<file path="config.mk">
export PLATFORM = sky130hd
export DESIGN_NAME = i2c_tuner_synth_control
export DESIGN_NICKNAME = d
export VERILOG_FILES = /design/src/synth_ctl_pkg.sv /design/src/synth_if.sv /design/src/i2c_tuner_synth_control.sv /design/src/phase_lock_monitor.sv /design/src/synth_dividers.sv
export SDC_FILE = /design/constraint.sdc
export NUM_CORES = 1
export LEC_CHECK = 0
export BUFFER_PORTS_ARGS = -buffer_cell sky130_fd_sc_hd__buf_2
export CORE_MARGIN = 8
export CORE_UTILIZATION = 55
export CTS_CLUSTER_SIZE = 8
export DETAILED_ROUTE_END_ITERATION = 10
export PLACE_DENSITY = 0.81
export REMOVE_ABC_BUFFERS = 1
export SETUP_SLACK_MARGIN = 0.05
export SKIP_CTS_REPAIR_TIMING = 1
export SYNTH_ARGS = -nofsm -noshare
export SYNTH_HDL_FRONTEND = slang
export SYNTH_SLANG_ARGS = --single-unit
</file>
<file path="constraint.sdc">
create_clock -name CLK -period 10.2 [get_ports CLK]
set_input_delay 2.04 -clock CLK [delete_from_list [all_inputs] [get_ports CLK]]
set_output_delay 2.04 -clock CLK [all_outputs]
set_load 0.02 [all_outputs]
</file>
<file path="src/synth_ctl_pkg.sv">
package synth_ctl_pkg;
   // Bus address: fixed upper bits, then two strap bits, then direction
   localparam logic [4:0] ADDR_FIXED     = 5'h18;
   localparam int         ADDR_DIR_BIT   = 0;
   localparam int         BYTE_TYPE_BIT  = 7;
   // Control byte field positions (first bit sent is bit 7)
   localparam int         CTL_PUMP_HI    = 6;
   localparam int         CTL_TEST_EN    = 5;
   localparam int         CTL_PUMP_DIS   = 4;
   localparam int         CTL_TS_HIGH    = 3;
   localparam int         CTL_TS_MID     = 2;
   localparam int         CTL_RATIO_SEL  = 1;
   localparam int         CTL_DRIVE_OFF  = 0;
   // Port byte: controls sit in the upper nibble
   localparam int         PORT_FIELD_LSB = 4;
   localparam int         PIDX_SEVEN     = 3;
   localparam int         PIDX_SIX       = 2;
   localparam int         PIDX_FIVE      = 1;
   localparam int         PIDX_FOUR      = 0;
   // Status byte layout
   localparam int         STS_POR        = 7;
   localparam int         STS_LOCK       = 6;
   // Divider chain
   localparam int         RATIO_W        = 15;
   localparam int         PRESCALE       = 8;
   localparam int         REF_DIV_SHORT  = 512;
   localparam int         REF_DIV_LONG   = 1024;
   // Reset values
   localparam logic [14:0] RATIO_RESET   = 15'h0000;
   localparam logic [7:0]  CTRL_RESET    = 8'h00;
   localparam logic [3:0]  PORT_RESET    = 4'h0;
   // Lock detector: phase error window and streak length
   localparam int         CLK_PERIOD_NS  = 40;
   localparam int         LOCK_WINDOW_NS = 1000;
   localparam int         LOCK_WIN_CYC   = (LOCK_WINDOW_NS / CLK_PERIOD_NS < 1) ? 1 :
                                           LOCK_WINDOW_NS / CLK_PERIOD_NS;
   localparam int         LOCK_STREAK    = 4;

   typedef enum logic [2:0] {
      ST_IDLE, ST_ADDR, ST_ADDR_ACK, ST_WRITE, ST_WRITE_ACK, ST_READ, ST_READ_ACK
   } i2c_state_t;

   typedef enum logic [1:0] {KIND_FIRST, KIND_RATIO_LO, KIND_PORT} byte_kind_t;
endpackage : synth_ctl_pkg

</file>
<file path="src/synth_if.sv">
`timescale 1ns/10ps
interface synth_if;
   logic        rf_level;
   logic [14:0] ratio;
   logic        ratio_512;
   logic        fpd;
   logic        fcomp;
   logic        locked;
   logic        pfd_up;
   logic        pfd_dn;
   modport dividers (input rf_level, ratio, ratio_512, output fpd, fcomp);
   modport monitor  (input fpd, fcomp, output locked, pfd_up, pfd_dn);
   modport ctrl     (output rf_level, ratio, ratio_512, input fpd, fcomp, locked, pfd_up, pfd_dn);
endinterface : synth_if
</file>
<file path="src/i2c_tuner_synth_control.sv">
`timescale 1ns/10ps
// Summary of operation
// - Address byte last bit: 0 writes to device, 1 reads status.
// - Device acknowledges its address and every written data byte.
// - Unacknowledged status byte acts as stop; read data stops.
// - First bit of first data byte: 0 ratio high, 1 control.
// - Ratio high byte pairs with ratio low; control pairs with port.
// - Further byte pairs keep decoding until a bus stop.
// - Partial byte is discarded; last full value is kept.
// - Fifteen-bit ratio register sets the programmable divider.
// - Fixed divide-by-eight prescaler feeds the programmable divider.
// - Ratio select bit: 1 gives 512, 0 gives 1024 reference division.
// - Pump current select: 1 high current, 0 low current.
// - Low pump current forced while locked.
// - Pump disable bit turns the charge pump off.
// - Drive off bit switches the drive amplifier output off.
// - Test enable activates test modes; otherwise only ratio select matters.
// - Test modes force pump, lock flag and divider pulses onto ports.
// - Port bit 0 releases the open-collector port, 1 pulls it on.
// - Power-loss flag set at power-up, cleared by stop ending a read.
// - During power loss programmed data is lost and ports released.
// - Lock indicator reads 1 when locked, 0 when not.
// - Status bits show levels of port lines seven, five and four.
// - Lowest three status bits carry the converter code.
// - Converter code runs 000 to 100 with rising input level.
// - Address is fixed 11000, two strap bits, then direction.
// - Ratio bytes go MSB first: bits 14..8, then bits 7..0.
module i2c_tuner_synth_control
   import synth_ctl_pkg::*;
(
   input  wire logic       CLK,
   input  wire logic       RST_N,
   input  wire logic       SCL,
   input  wire logic       SDA_IN,
   output      logic       SDA_OUT,
   output      logic       SDA_OE_N,
   input  wire logic [1:0] VARIABLE_ADDRESS_BITS,
   input  wire logic       POWER_LOSS,
   input  wire logic       RF_IN,
   input  wire logic [3:0] PORT_LINE_IN,
   output      logic [3:0] PORT_LINE_OUT,
   output      logic [3:0] PORT_LINE_OE_N,
   input  wire logic [3:0] LEVEL_COMPARE,
   output      logic       PUMP_SOURCE,
   output      logic       PUMP_SINK,
   output      logic       PUMP_HIGH_CURRENT,
   output      logic       DRIVE_ENABLE
);
   typedef struct packed {
      // Synchronisers: index 0 first stage, index 1 second stage
      logic [1:0]  scl_s;
      logic [1:0]  sda_s;
      logic        scl_d;
      logic        sda_d;
      logic [1:0]  pl_s;
      logic [1:0]  rf_s;
      logic [3:0]  port_s1;
      logic [3:0]  port_s2;
      logic [3:0]  cmp_s1;
      logic [3:0]  cmp_s2;
      logic [1:0]  adr_s1;
      logic [1:0]  adr_s2;
      // Bus engine
      i2c_state_t  st;
      logic [2:0]  bit_cnt;
      logic        byte_full;
      logic [7:0]  shift;
      byte_kind_t  kind;
      logic        sda_low;
      logic        in_read;
      // Programmed data
      logic [14:0] ratio;
      logic [7:0]  ctrl;
      logic [3:0]  port_ctl;
      logic        ratio_512;
      logic        por;
      // Registered outputs
      logic        fpd_half;
      logic [3:0]  port_on;
      logic        pump_src;
      logic        pump_snk;
      logic        pump_hi;
      logic        drive_en;
   } ctl_state_t;

   ctl_state_t  cur, n;
   logic [1:0]  rst_sync_ff;
   logic        rst_n;
   logic        scl, sda, scl_rise, scl_fall, start_cond, stop_cond, power_lost;
   logic        test_en, force_src, force_snk, p7_half, p7_fpd;
   logic [2:0]  test_sel;
   logic [2:0]  converter_code;
   logic        lock_flag;
   logic [7:0]  status_byte;
   logic [7:0]  byte_in;
   logic        addr_match;

   synth_if sif ();

   // Reset release through two flops; assertion stays asynchronous
   always_ff @(posedge CLK or negedge RST_N) begin
      if (!RST_N) begin
         rst_sync_ff <= 2'h0;
      end else begin
         rst_sync_ff <= {rst_sync_ff[0], 1'b1};
      end
   end
   assign rst_n = rst_sync_ff[1];

   synth_dividers #(.W(RATIO_W)) u_div (
      .clk   (CLK),
      .rst_n (rst_n),
      .sif   (sif.dividers)
   );

   phase_lock_monitor #(.WIN(LOCK_WIN_CYC), .STREAK(LOCK_STREAK)) u_lock (
      .clk   (CLK),
      .rst_n (rst_n),
      .sif   (sif.monitor)
   );

   assign sif.rf_level  = cur.rf_s[1];
   assign sif.ratio     = cur.ratio;
   assign sif.ratio_512 = cur.ratio_512;

   // Bus conditions from the second sync stage and its delayed copy
   assign scl        = cur.scl_s[1];
   assign sda        = cur.sda_s[1];
   assign scl_rise   = scl & ~cur.scl_d;
   assign scl_fall   = ~scl & cur.scl_d;
   assign start_cond = scl & cur.scl_d & cur.sda_d & ~sda;
   assign stop_cond  = scl & cur.scl_d & ~cur.sda_d & sda;
   assign power_lost = cur.pl_s[1];
   assign byte_in    = {cur.shift[6:0], sda};
   assign addr_match = (byte_in[7:3] == ADDR_FIXED) &&
                       (byte_in[2:1] == cur.adr_s2);

   // Test mode decode; ratio select stays latched while testing
   assign test_en   = cur.ctrl[CTL_TEST_EN];
   assign test_sel  = {cur.ctrl[CTL_TS_HIGH], cur.ctrl[CTL_TS_MID], cur.ctrl[CTL_RATIO_SEL]};
   assign force_src = test_en && (test_sel[2:1] == 2'b00);
   assign force_snk = test_en && (test_sel[2:1] == 2'b01);
   assign p7_half   = test_en && (test_sel == 3'b101);
   assign p7_fpd    = test_en && (test_sel[2:1] == 2'b11);

   // Thermometer comparators give a code rising with input level
   assign converter_code = 3'($countones(cur.cmp_s2));
   assign lock_flag      = force_snk | (~force_src & sif.locked);
   assign status_byte    = {cur.por, lock_flag, cur.port_s2[PIDX_SEVEN],
                            cur.port_s2[PIDX_FIVE], cur.port_s2[PIDX_FOUR],
                            converter_code};

   // Next-state logic for the whole block
   always_comb begin
      n          = cur;
      n.scl_s    = {cur.scl_s[0], SCL};
      n.sda_s    = {cur.sda_s[0], SDA_IN};
      n.scl_d    = cur.scl_s[1];
      n.sda_d    = cur.sda_s[1];
      n.pl_s     = {cur.pl_s[0], POWER_LOSS};
      n.rf_s     = {cur.rf_s[0], RF_IN};
      n.port_s1  = PORT_LINE_IN;
      n.port_s2  = cur.port_s1;
      n.cmp_s1   = LEVEL_COMPARE;
      n.cmp_s2   = cur.cmp_s1;
      n.adr_s1   = VARIABLE_ADDRESS_BITS;
      n.adr_s2   = cur.adr_s1;
      if (scl_rise) begin
         n.shift   = byte_in;
         n.bit_cnt = cur.bit_cnt + 3'h1;
      end
      unique case (cur.st)
         ST_IDLE: begin
         end
         ST_ADDR: begin
            if (scl_rise && cur.bit_cnt == 3'h7) begin
               n.byte_full = 1'b1;
               n.in_read   = byte_in[ADDR_DIR_BIT] & addr_match;
               if (!addr_match) begin
                  n.st = ST_IDLE;
               end
            end
            if (scl_fall && cur.byte_full) begin
               n.byte_full = 1'b0;
               n.st        = ST_ADDR_ACK;
               n.sda_low   = 1'b1;
            end
         end
         ST_ADDR_ACK: begin
            if (scl_fall) begin
               n.bit_cnt = 3'h0;
               if (cur.in_read) begin
                  n.st      = ST_READ;
                  n.shift   = status_byte;
                  n.sda_low = ~status_byte[7];
               end else begin
                  n.st      = ST_WRITE;
                  n.sda_low = 1'b0;
               end
            end
         end
         ST_WRITE: begin
            // Commit only whole bytes; a cut byte never lands
            if (scl_rise && cur.bit_cnt == 3'h7) begin
               n.byte_full = 1'b1;
               unique case (cur.kind)
                  KIND_FIRST: begin
                     if (byte_in[BYTE_TYPE_BIT]) begin
                        n.ctrl = byte_in;
                        if (!byte_in[CTL_TEST_EN]) begin
                           n.ratio_512 = byte_in[CTL_RATIO_SEL];
                        end
                        n.kind = KIND_PORT;
                     end else begin
                        n.ratio[14:8] = byte_in[6:0];
                        n.kind        = KIND_RATIO_LO;
                     end
                  end
                  KIND_RATIO_LO: begin
                     n.ratio[7:0] = byte_in;
                     n.kind       = KIND_FIRST;
                  end
                  KIND_PORT: begin
                     n.port_ctl = byte_in[7:PORT_FIELD_LSB];
                     n.kind     = KIND_FIRST;
                  end
               endcase
            end
            if (scl_fall && cur.byte_full) begin
               n.byte_full = 1'b0;
               n.st        = ST_WRITE_ACK;
               n.sda_low   = 1'b1;
            end
         end
         ST_WRITE_ACK: begin
            if (scl_fall) begin
               n.st      = ST_WRITE;
               n.sda_low = 1'b0;
               n.bit_cnt = 3'h0;
            end
         end
         ST_READ: begin
            if (scl_rise && cur.bit_cnt == 3'h7) begin
               n.byte_full = 1'b1;
            end
            if (scl_fall) begin
               if (cur.byte_full) begin
                  n.byte_full = 1'b0;
                  n.st        = ST_READ_ACK;
                  n.sda_low   = 1'b0;
               end else begin
                  // Rising edge already shifted; next bit now sits on top
                  n.sda_low = ~cur.shift[7];
               end
            end
         end
         ST_READ_ACK: begin
            if (scl_rise) begin
               if (sda) begin
                  n.st = ST_IDLE;
               end else begin
                  n.byte_full = 1'b1;
               end
            end
            if (scl_fall && cur.byte_full) begin
               n.byte_full = 1'b0;
               n.st        = ST_READ;
               n.bit_cnt   = 3'h0;
               n.shift     = status_byte;
               n.sda_low   = ~status_byte[7];
            end
         end
      endcase
      // Bus start and stop override any byte in flight
      if (start_cond) begin
         n.st        = ST_ADDR;
         n.bit_cnt   = 3'h0;
         n.byte_full = 1'b0;
         n.sda_low   = 1'b0;
         n.kind      = KIND_FIRST;
      end else if (stop_cond) begin
         n.st        = ST_IDLE;
         n.byte_full = 1'b0;
         n.sda_low   = 1'b0;
         if (cur.in_read) begin
            n.por     = 1'b0;
            n.in_read = 1'b0;
         end
      end
      // Supply loss wins over any clear and wipes programming
      if (power_lost) begin
         n.por       = 1'b1;
         n.ratio     = RATIO_RESET;
         n.ctrl      = CTRL_RESET;
         n.port_ctl  = PORT_RESET;
         n.ratio_512 = 1'b0;
      end
      // Output drive, registered
      if (sif.fpd) begin
         n.fpd_half = ~cur.fpd_half;
      end
      n.port_on = cur.port_ctl;
      if (p7_half) begin
         n.port_on[PIDX_SEVEN] = cur.fpd_half;
      end
      if (p7_fpd) begin
         n.port_on[PIDX_SEVEN] = sif.fpd;
         n.port_on[PIDX_SIX]   = sif.fcomp;
      end
      if (power_lost) begin
         n.port_on = 4'h0;
      end
      n.pump_src = ~cur.ctrl[CTL_PUMP_DIS] & (force_src |
                   (~force_snk & ~force_src & sif.pfd_dn));
      n.pump_snk = ~cur.ctrl[CTL_PUMP_DIS] & (force_snk |
                   (~force_snk & ~force_src & sif.pfd_up));
      n.pump_hi  = cur.ctrl[CTL_PUMP_HI] & ~sif.locked;
      n.drive_en = ~cur.ctrl[CTL_DRIVE_OFF];
   end

   // Power-up leaves the loss flag set and all ports released
   always_ff @(posedge CLK or negedge rst_n) begin
      if (!rst_n) begin
         cur           <= '0;
         cur.st        <= ST_IDLE;
         cur.kind      <= KIND_FIRST;
         cur.scl_s     <= 2'h3;
         cur.sda_s     <= 2'h3;
         cur.scl_d     <= 1'b1;
         cur.sda_d     <= 1'b1;
         cur.ratio     <= RATIO_RESET;
         cur.ctrl      <= CTRL_RESET;
         cur.port_ctl  <= PORT_RESET;
         cur.por       <= 1'b1;
         cur.drive_en  <= 1'b1;
      end else begin
         cur <= n;
      end
   end

   // Open-drain pins: only the enable moves
   assign SDA_OUT           = 1'b0;
   assign SDA_OE_N          = ~cur.sda_low;
   assign PORT_LINE_OUT     = 4'h0;
   assign PORT_LINE_OE_N    = ~cur.port_on;
   assign PUMP_SOURCE       = cur.pump_src;
   assign PUMP_SINK         = cur.pump_snk;
   assign PUMP_HIGH_CURRENT = cur.pump_hi;
   assign DRIVE_ENABLE      = cur.drive_en;
endmodule : i2c_tuner_synth_control

</file>
<file path="src/phase_lock_monitor.sv">
`timescale 1ns/10ps
module phase_lock_monitor
   import synth_ctl_pkg::*;
#(
   parameter int WIN    = LOCK_WIN_CYC,
   parameter int STREAK = LOCK_STREAK
) (
   input wire logic clk,
   input wire logic rst_n,
   synth_if.monitor sif
);
   typedef struct packed {
      logic       up;
      logic       dn;
      logic [7:0] err_cnt;
      logic [3:0] streak;
   } pfd_state_t;

   pfd_state_t cur, n;

   if (WIN < 1 || WIN > 255 || STREAK < 1 || STREAK > 15) begin : g_chk
      $error("phase_lock_monitor: window or streak out of range");
   end

   // Phase detector; both flags set means the edges met, so both clear
   always_comb begin
      n    = cur;
      n.up = cur.up | sif.fcomp;
      n.dn = cur.dn | sif.fpd;
      if (cur.up || cur.dn) begin
         n.err_cnt = (cur.err_cnt == 8'hFF) ? cur.err_cnt : cur.err_cnt + 8'h01;
      end
      if (n.up && n.dn) begin
         n.up      = 1'b0;
         n.dn      = 1'b0;
         n.err_cnt = 8'h00;
         // Short phase error counts toward lock, long one breaks it
         if (cur.err_cnt <= 8'(WIN)) begin
            n.streak = (cur.streak == 4'(STREAK)) ? cur.streak : cur.streak + 4'h1;
         end else begin
            n.streak = 4'h0;
         end
      end else if (cur.err_cnt > 8'(WIN)) begin
         n.streak = 4'h0;
      end
   end

   always_ff @(posedge clk or negedge rst_n) begin
      if (!rst_n) begin
         cur <= '0;
      end else begin
         cur <= n;
      end
   end

   assign sif.locked = (cur.streak == 4'(STREAK));
   assign sif.pfd_up = cur.up & ~cur.dn;
   assign sif.pfd_dn = cur.dn & ~cur.up;
endmodule : phase_lock_monitor

</file>
<file path="src/synth_dividers.sv">
`timescale 1ns/10ps
module synth_dividers
   import synth_ctl_pkg::*;
#(
   parameter int W = RATIO_W
) (
   input wire logic clk,
   input wire logic rst_n,
   synth_if.dividers sif
);
   typedef struct packed {
      logic         rf_d;
      logic [2:0]   pre_cnt;
      logic [W-1:0] prog_cnt;
      logic [9:0]   ref_cnt;
      logic         fpd;
      logic         fcomp;
   } div_state_t;

   div_state_t cur, n;
   logic       rf_edge;
   logic       pre_tick;
   logic [9:0] ref_last;

   if (W != RATIO_W) begin : g_chk
      $error("synth_dividers: ratio width must be fifteen");
   end

   assign rf_edge  = sif.rf_level & ~cur.rf_d;
   assign pre_tick = rf_edge && (cur.pre_cnt == 3'(PRESCALE - 1));
   assign ref_last = sif.ratio_512 ? 10'(REF_DIV_SHORT - 1) : 10'(REF_DIV_LONG - 1);

   // Prescaler feeds programmable divider; reference counts the clock
   always_comb begin
      n       = cur;
      n.rf_d  = sif.rf_level;
      n.fpd   = 1'b0;
      n.fcomp = 1'b0;
      if (rf_edge) begin
         n.pre_cnt = cur.pre_cnt + 3'h1;
      end
      if (pre_tick) begin
         // Ratio of zero behaves as one: every count plus one is at least zero, so each tick wraps
         if (W'(cur.prog_cnt + 1'b1) >= sif.ratio) begin
            n.prog_cnt = '0;
            n.fpd      = 1'b1;
         end else begin
            n.prog_cnt = cur.prog_cnt + 1'b1;
         end
      end
      if (cur.ref_cnt >= ref_last) begin
         n.ref_cnt = 10'h000;
         n.fcomp   = 1'b1;
      end else begin
         n.ref_cnt = cur.ref_cnt + 10'h001;
      end
   end

   always_ff @(posedge clk or negedge rst_n) begin
      if (!rst_n) begin
         cur <= '0;
      end else begin
         cur <= n;
      end
   end

   assign sif.fpd   = cur.fpd;
   assign sif.fcomp = cur.fcomp;
endmodule : synth_dividers

</file>
Yosys cells after proc, flatten, opt, wreduce, memory -nomap -nowiden
Index checks and enable logic that the tools add are counted.

cells by class
  add/sub/neg operators = 9
  magnitude comparators = 4
  equal/unequal tests = 34
  multiplexer cells = 81
  bitwise operators = 40
  reduce and logical (&&, ||, !) cells = 41

operator list
  cell                   count
  $mux 8                 8
  $mux 28                2
  $mux 3                 13
  $mux 1                 30
  $mux 10                3
  $mux 15                2
  $mux 29                1
  $ne 5x5->1 const B     5
  $mux 4                 6
  $ne 4x4->1 const B     6
  $reduce_bool 2->1      12
  $and 1x1->1            18
  $eq 3x3->1 const B     6
  $pmux 3 s6             1
  $not 1->1              16
  $pmux 8 s2             1
  $add 15x1->15 const B  1
  $ge 15x15->1           1
  $mux 7                 2
  $mux 2                 6
  $mux 6                 2
  $reduce_and 3->1       4
  $add 10x1->10 const B  1
  $ge 10x10->1           1
  37 further kinds       61

storage, ports and cells
  register bits = 133
  bits of input ports = 16
  output and inout bits = 14
  logic and storage cells = 251

Logic depth before layout (Yosys ltp)
Gate-level depths: netlist of the first run.

  word-level depth = 9
  gate-level depth with buffers = 14
  mapped depth without buffers = 12

Cells and area by module
A second synthesis of the first run with hierarchy kept.

unflattened totals
  cell total of the unflattened synthesis = 654
  area, all modules = 6673.9 sq um

by module, submodules not included
  module                   instances  cells each  area an instance (sq um)
  i2c_tuner_synth_control  1          342         3738.6
  synth_dividers           1          220         2060.7
  phase_lock_monitor       1          92          874.6

Worst setup path before layout of the first run
OpenSTA, ideal clock, no wires.

  kind = register -> register
  start point = reg u_div.cur[12] (netlist bit)
  end point = reg u_div.cur[22] (netlist bit)
  setup time = 66 ps
  arrival time = 3056 ps
  required time = 10134 ps
  slack = 7078 ps
  cell stages (with the launch flop) = 13
  buffers on the path = 0
  period minus slack after synthesis = 3122 ps
  path through = dfrtp_1 > ha_1 > nand3_1 > nor3_1 > nand3_1 > xnor2_1 > ha_1 > a21oi_1 > nor2_1 > a211oi_2 > o211ai_1 > nor2_2 > a22o_1

between the ends
  word-level cells in the longest chain between the ends = 3

RTL lines
  element                 line                                        RTL
  start, declared         synth_dividers.sv:20                        div_state_t cur, n;
  start signal, assigned  synth_dividers.sv:63                        cur <= n;
  $add 15x1->15 *         synth_dividers.sv:44, synth_dividers.sv:48
  $ge 15x15->1            synth_dividers.sv:44                        if (W'(cur.prog_cnt + 1'b1) >= sif.ratio) begin
  $mux 15 *               synth_dividers.sv:44

Every way passes the cells marked *; elsewhere a longest branch is shown, timed or not.
A chain may end at the register's enable or synchronous reset.

Final worst setup path of the first run
Same ends and word-level chain as after synthesis.

==> impl_metrics.tcl, run 1 <==
set metrics [dict create \
    status "finished, final reports clean" \
    initial_core_util_pct 56.0 \
    async_flop_share_pct 100 \
    fillers 875 \
    first_global_vias 4418 \
    synth_top_area_share_pct 48.5 \
    pin_count 30 \
    ant_nets 0 \
    wl_per_cell_um 14.4 \
    period_minus_slack_ps 3900 \
    syn2layout_area_growth_pct 12.5 \
    finish.utilization_pct 63.0 \
    critPathArrivalTime_ps 4250 \
    vias_per_cell 5.52 \
    die_x_um 123 \
    max_freq_mhz 256 \
    powerDensity_mw_per_mm2 217 \
    first_pass_iters 5 \
    synth_cells 631 \
    netlist_area_sq_mm 0.00634 \
    tritoncts "done" \
    antenna_found_initial 0 \
    route.detailed.drc 0 \
    crit_fanout 10 \
    internal_power_mw 1.07 \
    postSynthAreaPerCell_sq_um 10.0 \
    yosysWarnings 0 \
    gr-total-overflow 0 \
    grt_pass1_wl_mm 20.1 \
    synth_edf_count 0 \
    cap_violations 0 \
    path_class "flip-flop to flip-flop" \
    vias 4463 \
    numCtsBuffers 17 \
    place_hpwl_mm 7.97 \
    worstMarginPinSlew_ps 974 \
    diodes 0 \
    fin_crit_sh_pct 38.3 \
    core_area_sq_mm 0.0113 \
    drive_above_1_share_pct 12.6 \
    htreeDepth 4 \
    hold_violations 0 \
    rsz0062_at_grt "false" \
    setup_ws_ps 6300 \
    post-synth-top-count-cell "dfrtp_1" \
    setup_violations 0 \
    yosysSeqAreaShare_pct 51.9 \
    cts.sinks 131 \
    gp_congestion 0.863 \
    dieArea_sq_mm 0.0152 \
    synthTopCellsByArea "dfrtp_1 (49%), ha_1 (6.3%), nand2_1 (4.0%), nor2_1 (3.8%), o21ai_0 (3.6%)" \
    pre_cts_ws_ps 6340 \
    dr.first_iter.drc_count 388 \
    synth_top_cell_by_area "dfrtp_1" \
    synth_ff_type "dfrtp_1" \
    p_seq_share_pct 43.7 \
    max-vdd-ir-drop_uv 154 \
    min_path_type "flip-flop to flip-flop" \
    clkPwrFrac_pct 38.7 \
    cellLeakagePower_nw 3.27 \
    numPortBuffers 23 \
    nNetsFinal 702 \
    drv_slew 0 \
    clkTransAtPathRegs_ps 60 \
    p_sw_share_pct 30.6 \
    cts.path.max_buffers 2 \
    power_frac_comb_pct 17.6 \
    setup_tns_ps 0 \
    synth-seq-cells 131 \
    skew_ps 12.8 \
    required_ps 10550 \
    wl_mm 11.6 \
    ctsRootBufferMaster "clkbuf_16" \
    switchingPower_mw 0.473 \
    cp-end-kind "flip-flop" \
    relSlewSlack_pct 34.8 \
    rows 39 \
    dieHeight_um 123 \
    clk_latency_ps 420 \
    grt_use_total_pct 16.8 \
    grt_start_max_net_pins 77 \
    synth_commonest_cells "dfrtp_1 (123), nand2_1 (67), nor2_1 (65)" \
    synth_cell_types 59 \
    start_kind "flip-flop" \
]
==> placed cells by master (no fill, tap or decap), types with 13 or more instances in the layout <==
cell	instances
dfrtp_1	122
nand2_1	67
nor2_1	65
o21ai_0	45
inv_1	34
a21oi_1	32
ha_1	32
nand3_1	30
buf_2	23
xor2_1	19
clkbuf_16	17
mux2i_1	16
xnor2_1	16
nor2b_1	13
==> critical path, cell delays in order (launching register included) <==
cell	delay [ps]
dfrtp_1	440
ha_1	280
nand3_1	170
nor3_1	440
nand3_1	220
xnor2_1	170
ha_1	300
a21oi_1	150
nor2_1	70
a211oi_2	530
o211ai_1	420
nor2_2	420
a22o_1	210
==> layout make-up <==
cell class                 instances  area (sq um)  share of cell area (%)
clock buffer                      18           439                    6.15
tap                              143           179                    2.51
sequential                       131          3290                    46.1
inverter                          35           131                    1.84
timing repair buffer              25           130                    1.82
clock inverter                    14           153                    2.14
multi-input combinational        443          2810                    39.4
==> per-stage QoR <==
stage                     power, mW  instances  area, sq um  hold WS (ps)
after global placement        0.929        777         6540           333
after CTS                      1.56        809         7140           343
after detailed placement      0.950        777         6540           335
after global routing           1.63        809         7140           348
after floorplan               0.871        609         6230           331
final                          1.55        809         7140           343
==> state kept, by name, summed over array words and instances (netlist names), 2 cells and up <==
register / cells
cur: 56
u_div.cur: 29
sif.ratio: 15
u_lock.cur: 14
byte_in: 8
rst_sync_ff: 2
==> layer usage <==
layer	share of wire (%)	vias to the layer above	GRT usage, %
met3	4.2	19	4.93
li1	-	2194	-
met2	49	96	27.1
met4	1.8	0	7.90
met1	45	2154	20.5
met5	0	-	0
==> cell families (layout without fill, tap and decap cells) <==
family	after synthesis	after routing	share of synthesized area, %
flops	131	131	51.9
xor+xnor	35	35	4.83
other cells	2	6	0.118
buf+inv	61	92	4.04
simple gates	231	231	17.5
compound gates	118	118	11.8
mux	20	20	3.24
fa+ha+maj	33	33	6.63
==> power by group through the flow <==
stage	sequential, mW	combinational [mW]	clock (mW)
2_1_floorplan	0.667	0.204	0
3_3_place_gp	0.676	0.253	0
3_5_place_dp	0.681	0.269	0
4_1_cts	0.674	0.273	0.608
5_1_grt	0.688	0.313	0.633
6_report	0.676	0.272	0.597
==> final timing paths <==
check                                     startpoint                   endpoint  slack (ps)  cells past startpoint
setup / recovery           u_div.cur[12]$_DFFE_PN0P_  u_div.cur[22]$_DFFE_PN0P_        6300                     12
hold reg to reg                    cur[77]$_DFF_PN0_          cur[78]$_DFF_PN0_         340                      0
hold / removal                     cur[77]$_DFF_PN0_          cur[78]$_DFF_PN0_         340                      0
setup reg to reg           u_div.cur[12]$_DFFE_PN0P_  u_div.cur[22]$_DFFE_PN0P_        6300                     12
max in group asynchronous   rst_sync_ff[1]$_DFF_PN0_  u_lock.cur[7]$_DFFE_PN0P_        8440                      1
min in group asynchronous   rst_sync_ff[1]$_DFF_PN0_          cur[66]$_DFF_PN0_         360                      0
(Power assumes the default switching activity.)
==> inputs of run 2 (changes only) <==
- PLACE_DENSITY: 0.81 -> 0.83
- clock period: 10.2 -> 3.3 ns (I/O delays scaled with it)
==> run 2 against run 1 <==
Compared with the run above: setup slack worse by 6000 ps; register-to-register slack worse by 6000 ps; first-iteration DRC count down 22%; worst hold slack worse by 12 ps; critical path depth unchanged; critical endpoint is now u_div.cur[18]$_DFFE_PN0P_; largest cell class unchanged; largest power group unchanged.
==> impl_metrics.tcl, run 2 (same netlist as run 1, synthesis figures left out) <==
set metrics [dict create \
    wl_per_cell_um 14.6 \
    vias_per_cell 5.49 \
    period_minus_slack_ps 2980 \
    die_x_um 123 \
    core_area_sq_mm 0.0113 \
    wl_mm 11.9 \
    clkTransAtPathRegs_ps 60 \
    cts.sinks 131 \
    fin_worst_hold_slack_ps 331 \
    relSlewSlack_pct 45.6 \
    final_common_cell "dfrtp_1" \
    path_class "flip-flop to flip-flop" \
    largest_register_ffs 56 \
    top_regs "cur x56, u_div.cur x29, sif.ratio x15" \
    gp_congestion 0.889 \
    layout.cells.non_filler 817 \
    syn2layout_area_growth_pct 13.4 \
    gr-total-overflow 0 \
    hold_violations 0 \
    rows 39 \
    cts.path.max_buffers 2 \
    dr.first_iter.drc_count 303 \
    critPathArrivalTime_ps 3340 \
    ant_nets 0 \
    dieHeight_um 123 \
    place_hpwl_mm 8.26 \
    skew_ps 5.11 \
    cp-end-kind "flip-flop" \
    pin_count 30 \
    worstMarginPinSlew_ps 817 \
    crit_chain "ha_2 > nand3_1 > nor2_1 > and3_1 > xor2_1 > ha_1 > a21oi_1 > o21ai_0 > a41oi_1 > o211ai_1 > nor2_2 > a22o_1" \
    start_kind "flip-flop" \
    setup_ws_ps 319 \
    cpMaxStageDelayCell "dfrtp_2" \
    htreeDepth 4 \
    max-vdd-ir-drop_uv 539 \
    first_global_vias 4573 \
    required_ps 3660 \
    status "finished, final reports clean" \
    min_path_type "primary input to flip-flop" \
    numPortBuffers 23 \
    nNetsFinal 710 \
    fin_crit_sh_pct 90.3 \
    pre_cts_ws_ps 263 \
    drive_above_1_share_pct 14.1 \
    vias 4488 \
    powerDensity_mw_per_mm2 655 \
    diodes 0 \
    worstHoldPathCells 1 \
    setup_violations 0 \
    fillers 889 \
    layout_common_cells "dfrtp_1 (121), nand2_1 (67), nor2_1 (65)" \
    tritoncts "done" \
    r2r_cells 12 \
    dieArea_sq_mm 0.0152 \
    antenna_found_initial 0 \
    drv_slew 0 \
    numCtsBuffers 17 \
    first_pass_iters 5 \
    route.detailed.drc 0 \
    grt_start_max_net_pins 66 \
    ctsRootBufferMaster "clkbuf_16" \
    grt_use_total_pct 17.4 \
    clk_latency_ps 420 \
    dp_cells 783 \
    power_mw 4.71 \
    cpPeakStageDelay_ps 410 \
    max_freq_mhz 335 \
    initial_core_util_pct 56.0 \
    cap_violations 0 \
    crit_fanout 9 \
    grt_pass1_wl_mm 20.7 \
    cellLeakagePower_nw 3.29 \
    rsz0062_at_grt "false" \
    top_register "cur" \
]
-- run 2: critical path, delay by kind of cell (launching register included) --
kind / cells / cell delay, ps
AND/OR/NAND/NOR: 4 / 870
flip-flops: 1 / 410
AO/OA/AOI/OAI: 5 / 870
adder cells (fa/ha/maj): 2 / 520
XOR/XNOR: 1 / 240
-- run 2: path summary, 6_finish.rpt --
path | startpoint | end | slack (ps)
worst max-delay path | u_div.cur[12]$_DFFE_PN0P_ | u_div.cur[18]$_DFFE_PN0P_ | 320
worst min-delay path | SCL | cur[85]$_DFF_PN1_ | 330
worst max register to register | u_div.cur[12]$_DFFE_PN0P_ | u_div.cur[18]$_DFFE_PN0P_ | 320
worst min register to register | cur[68]$_DFF_PN0_ | cur[64]$_DFF_PN0_ | 350
max in group asynchronous | rst_sync_ff[1]$_DFF_PN0_ | DRIVE_ENABLE$_DFF_PN1_ | 2000
min in group asynchronous | rst_sync_ff[1]$_DFF_PN0_ | cur[61]$_DFF_PN0_ | 430
-- run 2: metal layers --
layer | vias to the layer above | share of wire [%] | GRT usage, %
li1 | 2209 | - | -
met1 | 2164 | 44 | 21.0
met2 | 83 | 49 | 27.7
met3 | 32 | 4.1 | 5.02
met4 | 0 | 2.8 | 9.41
met5 | - | 0 | 0
-- run 2: area by class of cell --
class                   count  area [sq um]  area share [%]
flip-flops and latches    131          3290            45.8
multi-input cells         443          2820            39.2
clock buffers              17           425            5.92
repair buffers             33           205            2.85
well taps                 143           179            2.49
clock inverters            15           135            1.88
inverters                  35           131            1.83
-- run 2: where the power goes --
part	internal [mW]	switching (mW)
combinational	0.382	0.476
sequential	1.82	0.267
clock	0.990	0.774
total	3.19	1.52
-- run 2: through the flow --
step / cell area [sq um] / TNS (ps) / util, %
6_report: 7190 / 0 / 63.5
5_1_grt: 7190 / 0 / 63.5
4_1_cts: 7160 / 0 / 63.3
3_5_place_dp: 6600 / 0 / 58.3
3_3_place_gp: 6600 / 0 / 58.3
2_1_floorplan: 6230 / -73330 / -
